==> src/ms_defs.svh <==
// register map, field positions, reset values and result codes of the modem status block
// assumes 32-bit aligned AXI4-Lite words with byte addresses 8 bits wide
`ifndef MS_DEFS_SVH
`define MS_DEFS_SVH

`define MS_NPORTS        8
`define MS_ADDR_W        8
// per-port block: byte address = port * 16 + offset
`define MS_OFF_CTRL      4'h0
`define MS_OFF_REFMASK   4'h4
`define MS_OFF_STATUS    4'h8
`define MS_OFF_SVCEN     4'hc
`define MS_GLOBAL_BIT    7
// board-wide registers
`define MS_OFF_JUMP      8'h80
`define MS_OFF_IRQ_STS   8'h84
`define MS_OFF_IRQ_MASK  8'h88
`define MS_OFF_BOARD     8'h8c
// field positions
`define MS_MASK_LSB      8
`define MS_DEV_BIT       8
`define MS_ERR_BIT       9
`define MS_JUMP_PORT_LSB 4
// reset values
`define MS_CFG_RST       17'h00000
`define MS_IRQ_RST       8'h00
// service jump result codes
`define MS_CODE_STATUS   2'h2
`define MS_CODE_RX       2'h0
`define MS_CODE_TX       2'h1
`define MS_CODE_NONE     2'h3
// bus responses
`define MS_RESP_OKAY     2'h0
`define MS_RESP_SLVERR   2'h2

`endif

==> src/ms_pkg.sv <==
// types shared by the modem status block and its helpers
// assumes nothing beyond the constants header
package ms_pkg;
  typedef struct packed {
    logic sca;
    logic ch;
    logic cd;
    logic ca;
  } modem_out_t;

  typedef struct packed {
    logic scf;
    logic cf;
    logic ce;
    logic cc;
    logic cb;
  } modem_in_t;

  typedef struct packed {
    logic status;
    logic tx;
    logic rx;
  } svc_en_t;

  typedef struct packed {
    modem_out_t out;
    modem_in_t  ref_lvl;
    modem_in_t  mask;
    svc_en_t    en;
  } port_cfg_t;

  typedef enum logic [0:0] {WR_COLLECT = 1'b0, WR_RESP = 1'b1} wr_state_t;
  typedef enum logic [0:0] {RD_IDLE = 1'b0, RD_DATA = 1'b1} rd_state_t;
endpackage

==> src/sync2.sv <==
// two-flop synchroniser for a bundle of unrelated level inputs
// assumes each bit is an independent level; no word coherence
`timescale 1ns/1ps
module sync2 #(
  parameter int W = 1
) (
  // clock and reset
  input  wire logic         aclk,
  input  wire logic         aresetn,
  // levels
  input  wire logic [W-1:0] din,
  output logic      [W-1:0] dout
);
  logic [W-1:0] stage1;
  logic [W-1:0] next_stage1;
  logic [W-1:0] next_dout;

  always_comb
  begin
    next_stage1 = din;
    next_dout   = stage1;
  end

  always_ff @(posedge aclk)
  begin
    if (!aresetn)
    begin
      stage1 <= '0;
      dout   <= '0;
    end
    else
    begin
      stage1 <= next_stage1;
      dout   <= next_dout;
    end
  end
endmodule // sync2

==> src/svc_jump.sv <==
// service jump encoder: one registered code and port for the whole board
// assumes request vectors are already gated by their enables
`timescale 1ns/1ps
`include "ms_defs.svh"
module svc_jump (
  // clock and reset
  input  wire logic       aclk,
  input  wire logic       aresetn,
  // per-port requests
  input  wire logic [7:0] status_req,
  input  wire logic [7:0] rx_req,
  input  wire logic [7:0] tx_req,
  // result
  output logic      [1:0] code,
  output logic      [2:0] port
);
  logic [1:0] next_code;
  logic [2:0] next_port;

  // lowest numbered requesting port wins within a class
  function automatic logic [2:0] first_set(input logic [7:0] v);
    logic [2:0] idx;
    idx = 3'h0;
    for (int i = 7; i >= 0; i--)
      if (v[i])
        idx = i[2:0];
    return idx;
  endfunction

  always_comb
  begin
    next_code = `MS_CODE_NONE;
    next_port = 3'h0;
    if (|status_req)
    begin
      next_code = `MS_CODE_STATUS;
      next_port = first_set(status_req);
    end
    else if (|rx_req)
    begin
      next_code = `MS_CODE_RX;
      next_port = first_set(rx_req);
    end
    else if (|tx_req)
    begin
      next_code = `MS_CODE_TX;
      next_port = first_set(tx_req);
    end
  end

  always_ff @(posedge aclk)
  begin
    if (!aresetn)
    begin
      code <= `MS_CODE_NONE;
      port <= 3'h0;
    end
    else
    begin
      code <= next_code;
      port <= next_port;
    end
  end
endmodule // svc_jump

==> src/modem_status_service.sv <==
// modem control, modem status monitor and service jump for eight serial ports
// assumes uart flags on aclk, modem inputs and extension strap asynchronous
//
// Behaviour
// - Each port drives CA, CD, CH and SCA from the bits software writes to its modem control register.
// - Each port holds a reference level and a mask bit per input line, loaded by one register write.
// - Reading a port's status register returns the current levels of CB, CC, CE, CF and SCF.
// - An unmasked input that differs from its reference raises the status service condition of that port.
// - Deviation is detected both for a line low against a high reference and high against a low one.
// - Each status bit follows only its own input line.
// - CH and CE exist only when the extension is present; otherwise CH stays low and CE reads low.
// - Serial data traffic never changes modem status bits or raises the status condition.
// - With several conditions pending only the highest priority one is reported.
// - Result codes from highest priority: 2 status, 0 receive pending, 1 transmit loadable, 3 none.
// - Transmit empty, receive full and modem change are enabled independently per port.
// - Clearing a port's mask bits removes its modem status condition so lower ones show.
// - Disabling the receive condition suppresses code 0 even with a character waiting.
// - Disabling the transmit condition suppresses code 1; with all disabled the code is 3 unless a receiver overrun or parity error is pending.
// - Receiver overrun or parity error also raises the status condition.
`timescale 1ns/1ps
`include "ms_defs.svh"
module modem_status_service (
  // clock and reset
  input  wire logic                          aclk,
  input  wire logic                          aresetn,
  // axi4-lite write address and data
  input  wire logic [7:0]                    awaddr,
  input  wire logic                          awvalid,
  output logic                               awready,
  input  wire logic [31:0]                   wdata,
  input  wire logic [3:0]                    wstrb,
  input  wire logic                          wvalid,
  output logic                               wready,
  // axi4-lite write response
  output logic [1:0]                         bresp,
  output logic                               bvalid,
  input  wire logic                          bready,
  // axi4-lite read
  input  wire logic [7:0]                    araddr,
  input  wire logic                          arvalid,
  output logic                               arready,
  output logic [31:0]                        rdata,
  output logic [1:0]                         rresp,
  output logic                               rvalid,
  input  wire logic                          rready,
  // modem circuits
  input  wire ms_pkg::modem_in_t [7:0]       modem_in,
  output ms_pkg::modem_out_t [7:0]           modem_out,
  input  wire logic                          ext_present,
  // uart flags per port
  input  wire logic [7:0]                    rx_full,
  input  wire logic [7:0]                    tx_empty,
  input  wire logic [7:0]                    rx_overrun,
  input  wire logic [7:0]                    rx_parity_err,
  // interrupt
  output logic                               irq
);
  ms_pkg::port_cfg_t [7:0] cfg;
  ms_pkg::port_cfg_t [7:0] next_cfg;
  ms_pkg::modem_in_t [7:0] sync_in;
  ms_pkg::modem_in_t [7:0] eff_in;
  ms_pkg::modem_in_t       avail;
  ms_pkg::modem_out_t [7:0] next_modem_out;
  logic                    ext_s;
  logic [7:0]              dev;
  logic [7:0]              status_req;
  logic [7:0]              status_req_q;
  logic [7:0]              rx_req;
  logic [7:0]              tx_req;
  logic [1:0]              jump_code;
  logic [2:0]              jump_port;
  logic [7:0]              irq_sts;
  logic [7:0]              irq_mask;
  logic [7:0]              next_irq_sts;
  logic [7:0]              next_irq_mask;
  logic                    next_irq;
  // write channel state
  ms_pkg::wr_state_t       wr_state;
  ms_pkg::wr_state_t       next_wr_state;
  logic                    aw_got;
  logic                    w_got;
  logic [7:0]              addr_q;
  logic [31:0]             wdata_q;
  logic [3:0]              wstrb_q;
  logic                    next_aw_got;
  logic                    next_w_got;
  logic [7:0]              next_addr_q;
  logic [31:0]             next_wdata_q;
  logic [3:0]              next_wstrb_q;
  logic                    next_awready;
  logic                    next_wready;
  logic                    next_bvalid;
  logic [1:0]              next_bresp;
  logic                    wr_fire;
  // read channel state
  ms_pkg::rd_state_t       rd_state;
  ms_pkg::rd_state_t       next_rd_state;
  logic                    next_arready;
  logic                    next_rvalid;
  logic [31:0]             next_rdata;
  logic [1:0]              next_rresp;

  // modem inputs and strap are asynchronous to aclk
  sync2 #(
    .W (41)
  ) u_sync (
    .aclk    (aclk),
    .aresetn (aresetn),
    .din     ({ext_present, modem_in}),
    .dout    ({ext_s, sync_in})
  );

  svc_jump u_jump (
    .aclk       (aclk),
    .aresetn    (aresetn),
    .status_req (status_req),
    .rx_req     (rx_req),
    .tx_req     (tx_req),
    .code       (jump_code),
    .port       (jump_port)
  );

  function automatic logic [31:0] merge(input logic [31:0] old, input logic [31:0] nw, input logic [3:0] strb);
    logic [31:0] res;
    res = old;
    for (int b = 0; b < 4; b++)
      if (strb[b])
        res[b*8 +: 8] = nw[b*8 +: 8];
    return res;
  endfunction

  function automatic logic addr_ok(input logic [7:0] a);
    logic ok;
    ok = !a[`MS_GLOBAL_BIT] ||
         (a[7:2] == `MS_OFF_JUMP >> 2) || (a[7:2] == `MS_OFF_IRQ_STS >> 2) ||
         (a[7:2] == `MS_OFF_IRQ_MASK >> 2) || (a[7:2] == `MS_OFF_BOARD >> 2);
    return ok;
  endfunction

  function automatic logic [31:0] read_word(input logic [7:0] a);
    logic [31:0] v;
    logic [2:0]  p;
    v = 32'h0;
    p = a[6:4];
    if (!a[`MS_GLOBAL_BIT])
    begin
      case ({a[3:2], 2'b00})
        `MS_OFF_CTRL:    v[3:0] = cfg[p].out;
        `MS_OFF_REFMASK: v = {19'h0, cfg[p].mask, 3'h0, cfg[p].ref_lvl};
        `MS_OFF_STATUS:
        begin
          v[4:0] = eff_in[p];
          v[`MS_DEV_BIT] = dev[p];
          v[`MS_ERR_BIT] = rx_overrun[p] | rx_parity_err[p];
        end
        `MS_OFF_SVCEN:   v[2:0] = cfg[p].en;
        default:         v = 32'h0;
      endcase
    end
    else
    begin
      case ({a[7:2], 2'b00})
        `MS_OFF_JUMP:     v = {25'h0, jump_port, 2'h0, jump_code};
        `MS_OFF_IRQ_STS:  v[7:0] = irq_sts;
        `MS_OFF_IRQ_MASK: v[7:0] = irq_mask;
        `MS_OFF_BOARD:    v[0] = ext_s;
        default:          v = 32'h0;
      endcase
    end
    return v;
  endfunction

  // service conditions; only modem pins and uart flags reach them, never data
  always_comb
  begin
    avail = '1;
    avail.ce = ext_s;
    for (int p = 0; p < 8; p++)
    begin
      eff_in[p] = sync_in[p] & avail;
      dev[p] = |((eff_in[p] ^ cfg[p].ref_lvl) & cfg[p].mask);
      status_req[p] = (cfg[p].en.status & dev[p])
                    | rx_overrun[p] | rx_parity_err[p];
      rx_req[p] = cfg[p].en.rx & rx_full[p];
      tx_req[p] = cfg[p].en.tx & tx_empty[p];
      next_modem_out[p] = cfg[p].out;
      next_modem_out[p].ch = cfg[p].out.ch & ext_s;
    end
  end

  // write channel; address and data taken in either order, write done when both held
  always_comb
  begin
    logic [31:0] w;
    logic [2:0]  p;
    w = 32'h0;
    p = addr_q[6:4];
    next_wr_state = wr_state;
    next_aw_got   = aw_got;
    next_w_got    = w_got;
    next_addr_q   = addr_q;
    next_wdata_q  = wdata_q;
    next_wstrb_q  = wstrb_q;
    next_awready  = awready;
    next_wready   = wready;
    next_bvalid   = bvalid;
    next_bresp    = bresp;
    next_cfg      = cfg;
    next_irq_mask = irq_mask;
    next_irq_sts  = irq_sts;
    wr_fire       = 1'b0;
    case (wr_state)
      ms_pkg::WR_COLLECT:
      begin
        if (awvalid && awready)
        begin
          next_aw_got  = 1'b1;
          next_addr_q  = awaddr;
          next_awready = 1'b0;
        end
        if (wvalid && wready)
        begin
          next_w_got   = 1'b1;
          next_wdata_q = wdata;
          next_wstrb_q = wstrb;
          next_wready  = 1'b0;
        end
        if (aw_got && w_got)
        begin
          wr_fire       = 1'b1;
          next_bvalid   = 1'b1;
          next_bresp    = addr_ok(addr_q) ? `MS_RESP_OKAY : `MS_RESP_SLVERR;
          next_wr_state = ms_pkg::WR_RESP;
        end
      end
      ms_pkg::WR_RESP:
      begin
        if (bready)
        begin
          next_bvalid   = 1'b0;
          next_aw_got   = 1'b0;
          next_w_got    = 1'b0;
          next_awready  = 1'b1;
          next_wready   = 1'b1;
          next_wr_state = ms_pkg::WR_COLLECT;
        end
      end
      default:
        next_wr_state = ms_pkg::WR_COLLECT;
    endcase
    if (wr_fire && !addr_q[`MS_GLOBAL_BIT])
    begin
      case ({addr_q[3:2], 2'b00})
        `MS_OFF_CTRL:
        begin
          w = merge({28'h0, cfg[p].out}, wdata_q, wstrb_q);
          next_cfg[p].out = w[3:0];
        end
        `MS_OFF_REFMASK:
        begin
          w = merge({19'h0, cfg[p].mask, 3'h0, cfg[p].ref_lvl}, wdata_q, wstrb_q);
          next_cfg[p].ref_lvl = w[4:0];
          next_cfg[p].mask = w[`MS_MASK_LSB +: 5];
        end
        `MS_OFF_SVCEN:
        begin
          w = merge({29'h0, cfg[p].en}, wdata_q, wstrb_q);
          next_cfg[p].en = w[2:0];
        end
        default:
          w = 32'h0;
      endcase
    end
    if (wr_fire && ({addr_q[7:2], 2'b00} == `MS_OFF_IRQ_MASK) && wstrb_q[0])
      next_irq_mask = wdata_q[7:0];
    if (wr_fire && ({addr_q[7:2], 2'b00} == `MS_OFF_IRQ_STS) && wstrb_q[0])
      next_irq_sts = irq_sts & ~wdata_q[7:0];
    // a new condition in the clearing cycle survives the clear
    next_irq_sts = next_irq_sts | (status_req & ~status_req_q);
    next_irq = |(irq_sts & irq_mask);
  end

  // read channel; data sampled at the address handshake
  always_comb
  begin
    next_rd_state = rd_state;
    next_arready  = arready;
    next_rvalid   = rvalid;
    next_rdata    = rdata;
    next_rresp    = rresp;
    case (rd_state)
      ms_pkg::RD_IDLE:
      begin
        if (arvalid && arready)
        begin
          next_arready  = 1'b0;
          next_rvalid   = 1'b1;
          next_rdata    = read_word(araddr);
          next_rresp    = addr_ok(araddr) ? `MS_RESP_OKAY : `MS_RESP_SLVERR;
          next_rd_state = ms_pkg::RD_DATA;
        end
      end
      ms_pkg::RD_DATA:
      begin
        if (rready)
        begin
          next_rvalid   = 1'b0;
          next_arready  = 1'b1;
          next_rd_state = ms_pkg::RD_IDLE;
        end
      end
      default:
        next_rd_state = ms_pkg::RD_IDLE;
    endcase
  end

  always_ff @(posedge aclk)
  begin
    if (!aresetn)
    begin
      cfg          <= {8{`MS_CFG_RST}};
      modem_out    <= '0;
      status_req_q <= 8'h00;
      irq_sts      <= `MS_IRQ_RST;
      irq_mask     <= `MS_IRQ_RST;
      irq          <= 1'b0;
      wr_state     <= ms_pkg::WR_COLLECT;
      aw_got       <= 1'b0;
      w_got        <= 1'b0;
      addr_q       <= 8'h00;
      wdata_q      <= 32'h0;
      wstrb_q      <= 4'h0;
      awready      <= 1'b1;
      wready       <= 1'b1;
      bvalid       <= 1'b0;
      bresp        <= `MS_RESP_OKAY;
      rd_state     <= ms_pkg::RD_IDLE;
      arready      <= 1'b1;
      rvalid       <= 1'b0;
      rdata        <= 32'h0;
      rresp        <= `MS_RESP_OKAY;
    end
    else
    begin
      cfg          <= next_cfg;
      modem_out    <= next_modem_out;
      status_req_q <= status_req;
      irq_sts      <= next_irq_sts;
      irq_mask     <= next_irq_mask;
      irq          <= next_irq;
      wr_state     <= next_wr_state;
      aw_got       <= next_aw_got;
      w_got        <= next_w_got;
      addr_q       <= next_addr_q;
      wdata_q      <= next_wdata_q;
      wstrb_q      <= next_wstrb_q;
      awready      <= next_awready;
      wready       <= next_wready;
      bvalid       <= next_bvalid;
      bresp        <= next_bresp;
      rd_state     <= next_rd_state;
      arready      <= next_arready;
      rvalid       <= next_rvalid;
      rdata        <= next_rdata;
      rresp        <= next_rresp;
    end
  end

  property p_prio_rx;
    @(posedge aclk) disable iff (!aresetn) (|rx_req && !(|status_req)) |=> (jump_code == `MS_CODE_RX);
  endproperty
  a_prio_rx: assert property (p_prio_rx) else $error("receive code not reported");

  property p_prio_tx;
    @(posedge aclk) disable iff (!aresetn)
      (|tx_req && !(|rx_req) && !(|status_req)) |=> (jump_code == `MS_CODE_TX);
  endproperty
  a_prio_tx: assert property (p_prio_tx) else $error("transmit code not reported");

  property p_none;
    @(posedge aclk) disable iff (!aresetn) !(|{status_req, rx_req, tx_req}) |=> (jump_code == `MS_CODE_NONE);
  endproperty
  a_none: assert property (p_none) else $error("idle code not three");

  for (genvar g = 0; g < 8; g++)
  begin : g_chk
    property p_ctrl;
      @(posedge aclk) disable iff (!aresetn)
        (wr_fire && addr_q == {1'b0, 3'(g), `MS_OFF_CTRL} && wstrb_q[0]) |=> ##1
        (modem_out[g].ca == $past(wdata_q[0], 2) && modem_out[g].sca == $past(wdata_q[3], 2));
    endproperty
    a_ctrl: assert property (p_ctrl) else $error("modem output not following write");

    property p_refmask;
      @(posedge aclk) disable iff (!aresetn)
        (wr_fire && addr_q == {1'b0, 3'(g), `MS_OFF_REFMASK} && wstrb_q[1:0] == 2'b11) |=>
        (cfg[g].ref_lvl == $past(wdata_q[4:0]) && cfg[g].mask == $past(wdata_q[12:8]));
    endproperty
    a_refmask: assert property (p_refmask) else $error("reference or mask not loaded");

    property p_jump_status;
      @(posedge aclk) disable iff (!aresetn) status_req[g] |=> (jump_code == `MS_CODE_STATUS);
    endproperty
    a_jump_status: assert property (p_jump_status) else $error("status code not reported");

    property p_mask_clear;
      @(posedge aclk) disable iff (!aresetn)
        (cfg[g].mask == 5'h00 && !rx_overrun[g] && !rx_parity_err[g]) |-> !status_req[g];
    endproperty
    a_mask_clear: assert property (p_mask_clear) else $error("masked line raised status");

    property p_status_read;
      @(posedge aclk) disable iff (!aresetn)
        (arvalid && arready && araddr == {1'b0, 3'(g), `MS_OFF_STATUS}) |=>
        (rvalid && rdata[4:0] == $past(eff_in[g]));
    endproperty
    a_status_read: assert property (p_status_read) else $error("status read not current levels");

    property p_ext;
      @(posedge aclk) disable iff (!aresetn) (!ext_s && !$past(ext_s)) |-> (!modem_out[g].ch && !eff_in[g].ce);
    endproperty
    a_ext: assert property (p_ext) else $error("extension lines active without extension");

    property p_traffic;
      @(posedge aclk) disable iff (!aresetn)
        (!rx_overrun[g] && !rx_parity_err[g] && !$past(rx_overrun[g]) && !$past(rx_parity_err[g])
         && $stable(eff_in[g]) && $stable(cfg[g])) |-> $stable(status_req[g]);
    endproperty
    a_traffic: assert property (p_traffic) else $error("status changed without modem change");
  end
endmodule // modem_status_service

==> config.mk <==
export PLATFORM = sky130hd
export DESIGN_NAME = modem_status_service
export DESIGN_NICKNAME = d
export VERILOG_FILES = /design/src/ms_pkg.sv /design/src/sync2.sv /design/src/svc_jump.sv /design/src/modem_status_service.sv
export VERILOG_INCLUDE_DIRS = /design/src
export SDC_FILE = /design/constraint.sdc
export NUM_CORES = 1
export LEC_CHECK = 0
export BUFFER_PORTS_ARGS = -buffer_cell sky130_fd_sc_hd__buf_2
export CAP_MARGIN = 15
export CORE_ASPECT_RATIO = 0.75
export CORE_MARGIN = 3
export CORE_UTILIZATION = 32
export DETAILED_ROUTE_END_ITERATION = 12
export SLEW_MARGIN = 20
export SYNTH_ARGS = -nofsm -noshare
export SYNTH_HDL_FRONTEND = slang
export SYNTH_SLANG_ARGS = --single-unit
==> constraint.sdc <==
create_clock -name aclk -period 5.08 [get_ports aclk]
set_input_delay 0.508 -clock aclk [delete_from_list [all_inputs] [get_ports aclk]]
set_output_delay 0.508 -clock aclk [all_outputs]
set_load 0.005 [all_outputs]
=== Yosys cells after proc, flatten, opt, wreduce, memory -nomap -nowiden ===
Index checks and enable logic that the tools add are counted.
W data, S select, Z words.

* Reductions and logical operators: 45
* Mux-type cells: 103
* Add/sub/neg operators: 0
* Bitwise logic cells: 82
* Order comparisons: 3
* $mul: 0
* Equal/unequal tests: 19
* Shifts and indexed selects: 0
* Div/mod/pow operators: 0

{| class="wikitable"
|+ Operators with widths
! kind !! number
|-
| $bwmux W136 || 4
|-
| $pmux W136 S3 || 1
|-
| $demux W17 S3 || 4
|-
| $bmux W17 S3 || 2
|-
| $mux W3 || 32
|-
| $and A5 B5 Y5 || 16
|-
| $mux W17 || 3
|-
| $eq A6 B6 Y1 const B || 8
|-
| $reduce_or A5 Y1 || 8
|-
| $xor A5 B5 Y5 || 8
|-
| $mux W5 || 7
|-
| $and A1 B1 Y1 || 32
|-
| $mux W32 || 1
|-
| $reduce_or A8 Y1 || 4
|-
| $and A8 B8 Y8 || 3
|-
| $pmux W7 S3 || 1
|-
| $mux W1 || 20
|-
| $pmux W1 S2 || 10
|-
| $reduce_and A2 Y1 || 9
|-
| $or A1 B1 Y1 || 17
|-
| $mux W8 || 2
|-
| $not A8 Y8 || 2
|-
| $bmux W5 S3 || 1
|-
| $mux W13 || 1
|-
| other kinds (20) || 56
|}

* Bits in writable memories: 0
* Output and inout port bits: 74
* ROM bits: 0
* Logic and storage cells: 444
* Bits of input ports: 132
* Bits in registers: 348
* Memories kept: 0
* Latch bits: 0

=== Depth between registers and ports, before layout ===
* Depth after elaboration: 16
* Mapped depth: 10
* Gate-level depth less buffers: 7

=== Modules after synthesis ===
From an unflattened synthesis, not the netlist that was laid out.

* Cell total of the unflattened synthesis: 1,651
* Area total of the unflattened synthesis: 15,108.2 um^2

{| class="wikitable"
|+ Modules (own cells, without submodules)
! module !! seq. area each (um^2) !! area an instance (um^2) !! times used !! cells an instance
|-
| modem_status_service || 4,764.6 || 12,423.2 || 1 || 1,423
|-
| sync2 || 1,641.6 || 2,297.2 || 1 || 172
|-
| svc_jump || 100.1 || 387.9 || 1 || 56
|}

=== Least setup slack after synthesis ===
No wires, ideal clock.

* Path kind: input -> register
* Start: in araddr[4]
* End: reg rdata[4]
* Stages: 7
* Buffers on the path: 2
* Required time: 4.962 ns
* Setup slack: 2.880 ns
* Setup time: 0.118 ns
* Data arrival time: 2.081 ns
* Cell sequence: buf_6 -> buf_6 -> mux4_1 -> mux2_2 -> a22o_1 -> a221oi_2 -> nor2_1

* Word-level cells in the longest chain between the ends: 4
* Elaborated cells on any way between the ends: 10
* Classes of those cells: eq/ne: 3; mux: 7

{| class="wikitable"
|+ RTL lines
! item !! RTL line !! text
|-
| start, declared || modem_status_service.sv:39 || <nowiki>input wire logic [7:0] araddr,</nowiki>
|-
| $bmux W5 S3 / $bmux W17 S3 (equally long branches) || modem_status_service.sv:152, modem_status_service.sv:149 ||
|-
| $mux W5 (implied by the code) / $mux W17 (equally long branches) || n/a ||
|-
| $pmux W1 S2 || modem_status_service.sv:147 || <nowiki>case ({a[3:2], 2'b00})</nowiki>
|-
| $mux W32 (*) || modem_status_service.sv:145 || <nowiki>if (!a[`MS_GLOBAL_BIT])</nowiki>
|-
| end signal, assigned || modem_status_service.sv:364 || <nowiki>rdata <= next_rdata;</nowiki>
|-
| end, declared || modem_status_service.sv:42 || <nowiki>output logic [31:0] rdata,</nowiki>
|}

Every way passes the cells marked *; elsewhere a longest branch is shown, timed or not. The select of a mux whose other input is x is not followed.
A chain may end at the register's enable or synchronous reset.

==> summary.txt <==
Global route
  – GRT overflow: 0
  – Overall routing resource usage: roughly a fifth
  – Vias in the first global route: 11700
  – Largest net degree at the start of global routing: 115
  – First-pass GRT wire length: 71700 um
  – Initial antenna violation count: 0

Logic synthesis
  – Post-synthesis cell type count: between 60 and 70
  – Top FF cell, synth: dfxtp_1
  – Mux share of post-synthesis cell area: between 10% and 20%
  – Simple-Gate Fraction of Synth Area: between 10% and 20%
  – Async S/R FF share, synth: 0%
  – Synth Area in Compound Gates: 11.9%
  – Post-Synth Adder-Cell Area: 0.506%
  – Synthesis-stage register bit count: between 300 and 400
  – Yosys Warn Count: 0
  – Largest family of logic cells by synthesized area: multiplexers
  – Xor and xnor area share after synthesis: 2.36%
  – Register area share after synthesis: a little over two fifths
  – Post-Syn Area: about 0.015 mm^2
  – Mean Syn Cell Area: ~9.6 um^2
  – Number of synthesized flops with an enable pin: 0
  – Synth Instances: between 1500 and 2000

Clocking
  – CTS max path bufs: 3
  – Num CTS Buffers: 37
  – CTS tree: built
  – Root buf cell: clkbuf_16
  – Worst-path clk slew: roughly 0.060 ns
  – Post-CTS Setup Inserts: 0
  – Worst skew pair latency: between 0.5 and 0.6 ns
  – Hold_buf cts: 0
  – Clock sinks: between 300 and 400
  – H-Tree Depth: 2
  – Cells resized by post-CTS repair: 0

Timing
  – TNS Setup: 0 ns
  – Fmax: 289 MHz
  – Final hold viol count: 0
  – Max-slew violation count: 0
  – Clock Skews: roughly 0.027 ns
  – Tmin final: approximately 3.5 ns
  – Slew margin rel.: roughly 30%
  – Final worst-path cycle share: roughly 70%
  – Final setup fails: 0
  – Slew @ Worst Pin: about 1.1 ns
  – RSZ-0062 raised after global routing: no

Power
  – Sw power: 1.43 mW
  – Switch share: about a quarter
  – Pwr per Cell Area: between 300 and 400 mW/mm^2
  – Worst vdd ir: 0.168 mV
  – Static Leak: about 7 nW
  – Comb pwr share: under 10%
  – Sequential power share: roughly 47%
  – Clk pwr share: ~46%
  – Power Internal: between 4 and 5 mW
  – Total power: 5.68 mW

Placed design
  – Port bufs: 159
  – Final HPWL DP: 34800 um
  – Gpl congestion: roughly 0.95

Floorplan
  – Die area: 0.0490 mm^2
  – Die Y: about 190 um
  – Die Wd: around 250 um
  – Core area: 0.0452 mm^2
  – Placement Rows: 67
  – Top Ports: about 210
  – Initial core utilization: approximately a third

Flow run
  – Max cap viols: 0

Route
  – DRC viols: 0
  – Post-route ant nets: 0
  – DRT iter0 DRCs: 1162
  – Total number of vias: ~12000
  – Wirelength, routed: around 49000 um
  – Via density: between 5 and 6
  – Wire per inst: 21.4 um
  – Drt first pass iters: 6

Critical path
  – Data required, critical path: 5.56 ns
  – Reg2reg start: addr_q[5]
  – WP data arrival: between 3 and 4 ns
  – Critical-path top delay cell: and2b_1
  – CP startpoint: addr_q[5]
  – Crit path max fanout: 28
  – CP Launch Type: flip-flop
  – Critical path class: flip-flop to flip-flop
  – CP cell instances: nor2b_1 > buf_4 > and2b_1 > a222oi_1 > mux2i_1 > nand3_1 > a21oi_1
  – Max incr delay on CP: 0.86 ns
  – Worst setup EP type: flip-flop

Layout
  – Sequential Area: roughly 0.0065 mm^2
  – Inserted Diodes: 0
  – Filler cells: 4473
  – Fraction of layout cells with a size suffix above 1: 19.1%
  – Multi-input gate area: between 0.007 and 0.008 mm^2
  – Layout area overhead: 15.1%
  – Final #Nets: roughly 1800

Worst hold path
  – Worst hold start: modem_in[6]
  – Hold Crit Class: input port to flip-flop

Run status
  – Status: completed
-- stage by stage --
stage	hold WS (ns)	std cells	utilization, %	area (um^2)	worst slack, ns
after global placement	0.425	2204	35.2	15900	1.85
final	0.163	2268	37.8	17100	1.62
after floorplan	0.412	1568	-	14900	2.88
after detailed placement	0.421	2204	35.2	15900	1.77
after CTS	0.137	2268	37.8	17100	1.78
after global routing	0.151	2268	37.8	17100	1.42
-- final cells by class --
type / count / share of cell area (%)
well taps: 586 / 4.30
multi-input cells: 1100 / 44.9
clock buffers: 49 / 5.81
repair buffers: 176 / 5.51
inverters: 17 / 0.388
clock inverters: 15 / 0.982
flip-flops and latches: 325 / 38.1
-- synthesized netlist by cell type, drive strengths merged (3+ instances only) --
cell type  count  area, um^2
a22oi         43         323
mux2          28         315
a222oi         4        40.0
a21oi        126         634
a21o           3        22.5
a22o           9        78.8
a31oi          5        31.3
dfxtp        325        6510
mux2i        120        1200
inv           17        63.8
or3            3        18.8
mux4          55        1270
o211ai        10        75.1
and3          12        75.1
a221oi         8        76.3
nor4           3        25.0
a221o          6        60.1
nand3b         3        22.5
xor2          38         333
nor3          10        60.1
o21a           3        22.5
and2         116         726
nor2b         14        87.6
a211oi         6        60.1
a2111oi        3        26.3
a21boi         4        30.0
nand3         52         260
o22ai          3        18.8
nand2        176         661
ha             6        75.1
nor2         154         578
clkbuf        61         229
buf           65         452
nand2b         3        18.8
o21ai         31         155
a32oi          3        26.3
-- power groups by stage --
| stage | Sequential (mW) | Combinational, mW | Clock, mW |
|---|---|---|---|
| after floorplan | 2.69 | 0.283 | 0 |
| after global placement | 2.73 | 0.403 | 0 |
| after detailed placement | 2.73 | 0.406 | 0 |
| after CTS | 2.67 | 0.408 | 2.64 |
| after global routing | 2.68 | 0.446 | 2.74 |
| final | 2.67 | 0.413 | 2.59 |
-- critical path: cells and delay by family, from the launching register on --
kind	cells	cell delay [ns]
simple gates	3	1.23
mux	1	0.67
buf+inv	1	0.24
compound gates	2	0.46
flops	1	0.80
-- placed cells by master (no fill, tap or decap), types with 4 or more instances in the layout --
cell	instances
and2_1	116
dfxtp_1	322
a22oi_1	43
nor2_1	154
clkbuf_16	37
nand3_1	52
a22o_1	9
mux2i_1	120
mux2_2	28
nand2_1	176
buf_4	18
nor3_1	7
o21ai_0	28
clkbuf_1	10
o211ai_1	10
a222oi_1	4
buf_2	157
mux4_1	6
a221o_1	6
ha_1	6
mux4_2	47
inv_1	16
conb_1	21
clkinv_2	5
and3_1	12
xor2_1	38
a221oi_1	7
a21oi_1	125
nor2b_1	14
a31oi_1	5
-- cells by family (layout without fill, tap and decap cells) --
group | after synthesis | after routing
AOI/OAI and AO/OA | 277 | 277
xor gates and xnor gates | 40 | 40
adders and majority gates | 6 | 6
buffers and inverters | 143 | 257
DFF | 325 | 325
muxes | 203 | 203
other | 1 | 21
and+or+nand+nor | 553 | 553
-- final timing paths --
| path | cells after the start | end | slack, ns |
|---|---|---|---|
| worst max-delay path | 7 | flip-flop | 1.62 |
| worst min-delay path | 2 | u_sync.next_dout[6] | 0.16 |
| worst max register to register | 7 | flip-flop | 1.62 |
| worst min register to register | 1 | u_sync.dout[2] | 0.42 |
-- per-layer routing --
layer | share of wire, % | wire length (um) | GRT usage, %
met3 | 9.8 | 4730 | 5.04
met5 | 0 | 0 | 0
met4 | 3.4 | 1650 | 6.95
met2 | 45 | 21700 | 30.1
met1 | 42 | 20400 | 25.8
Power figures use the tool's default switching activity.
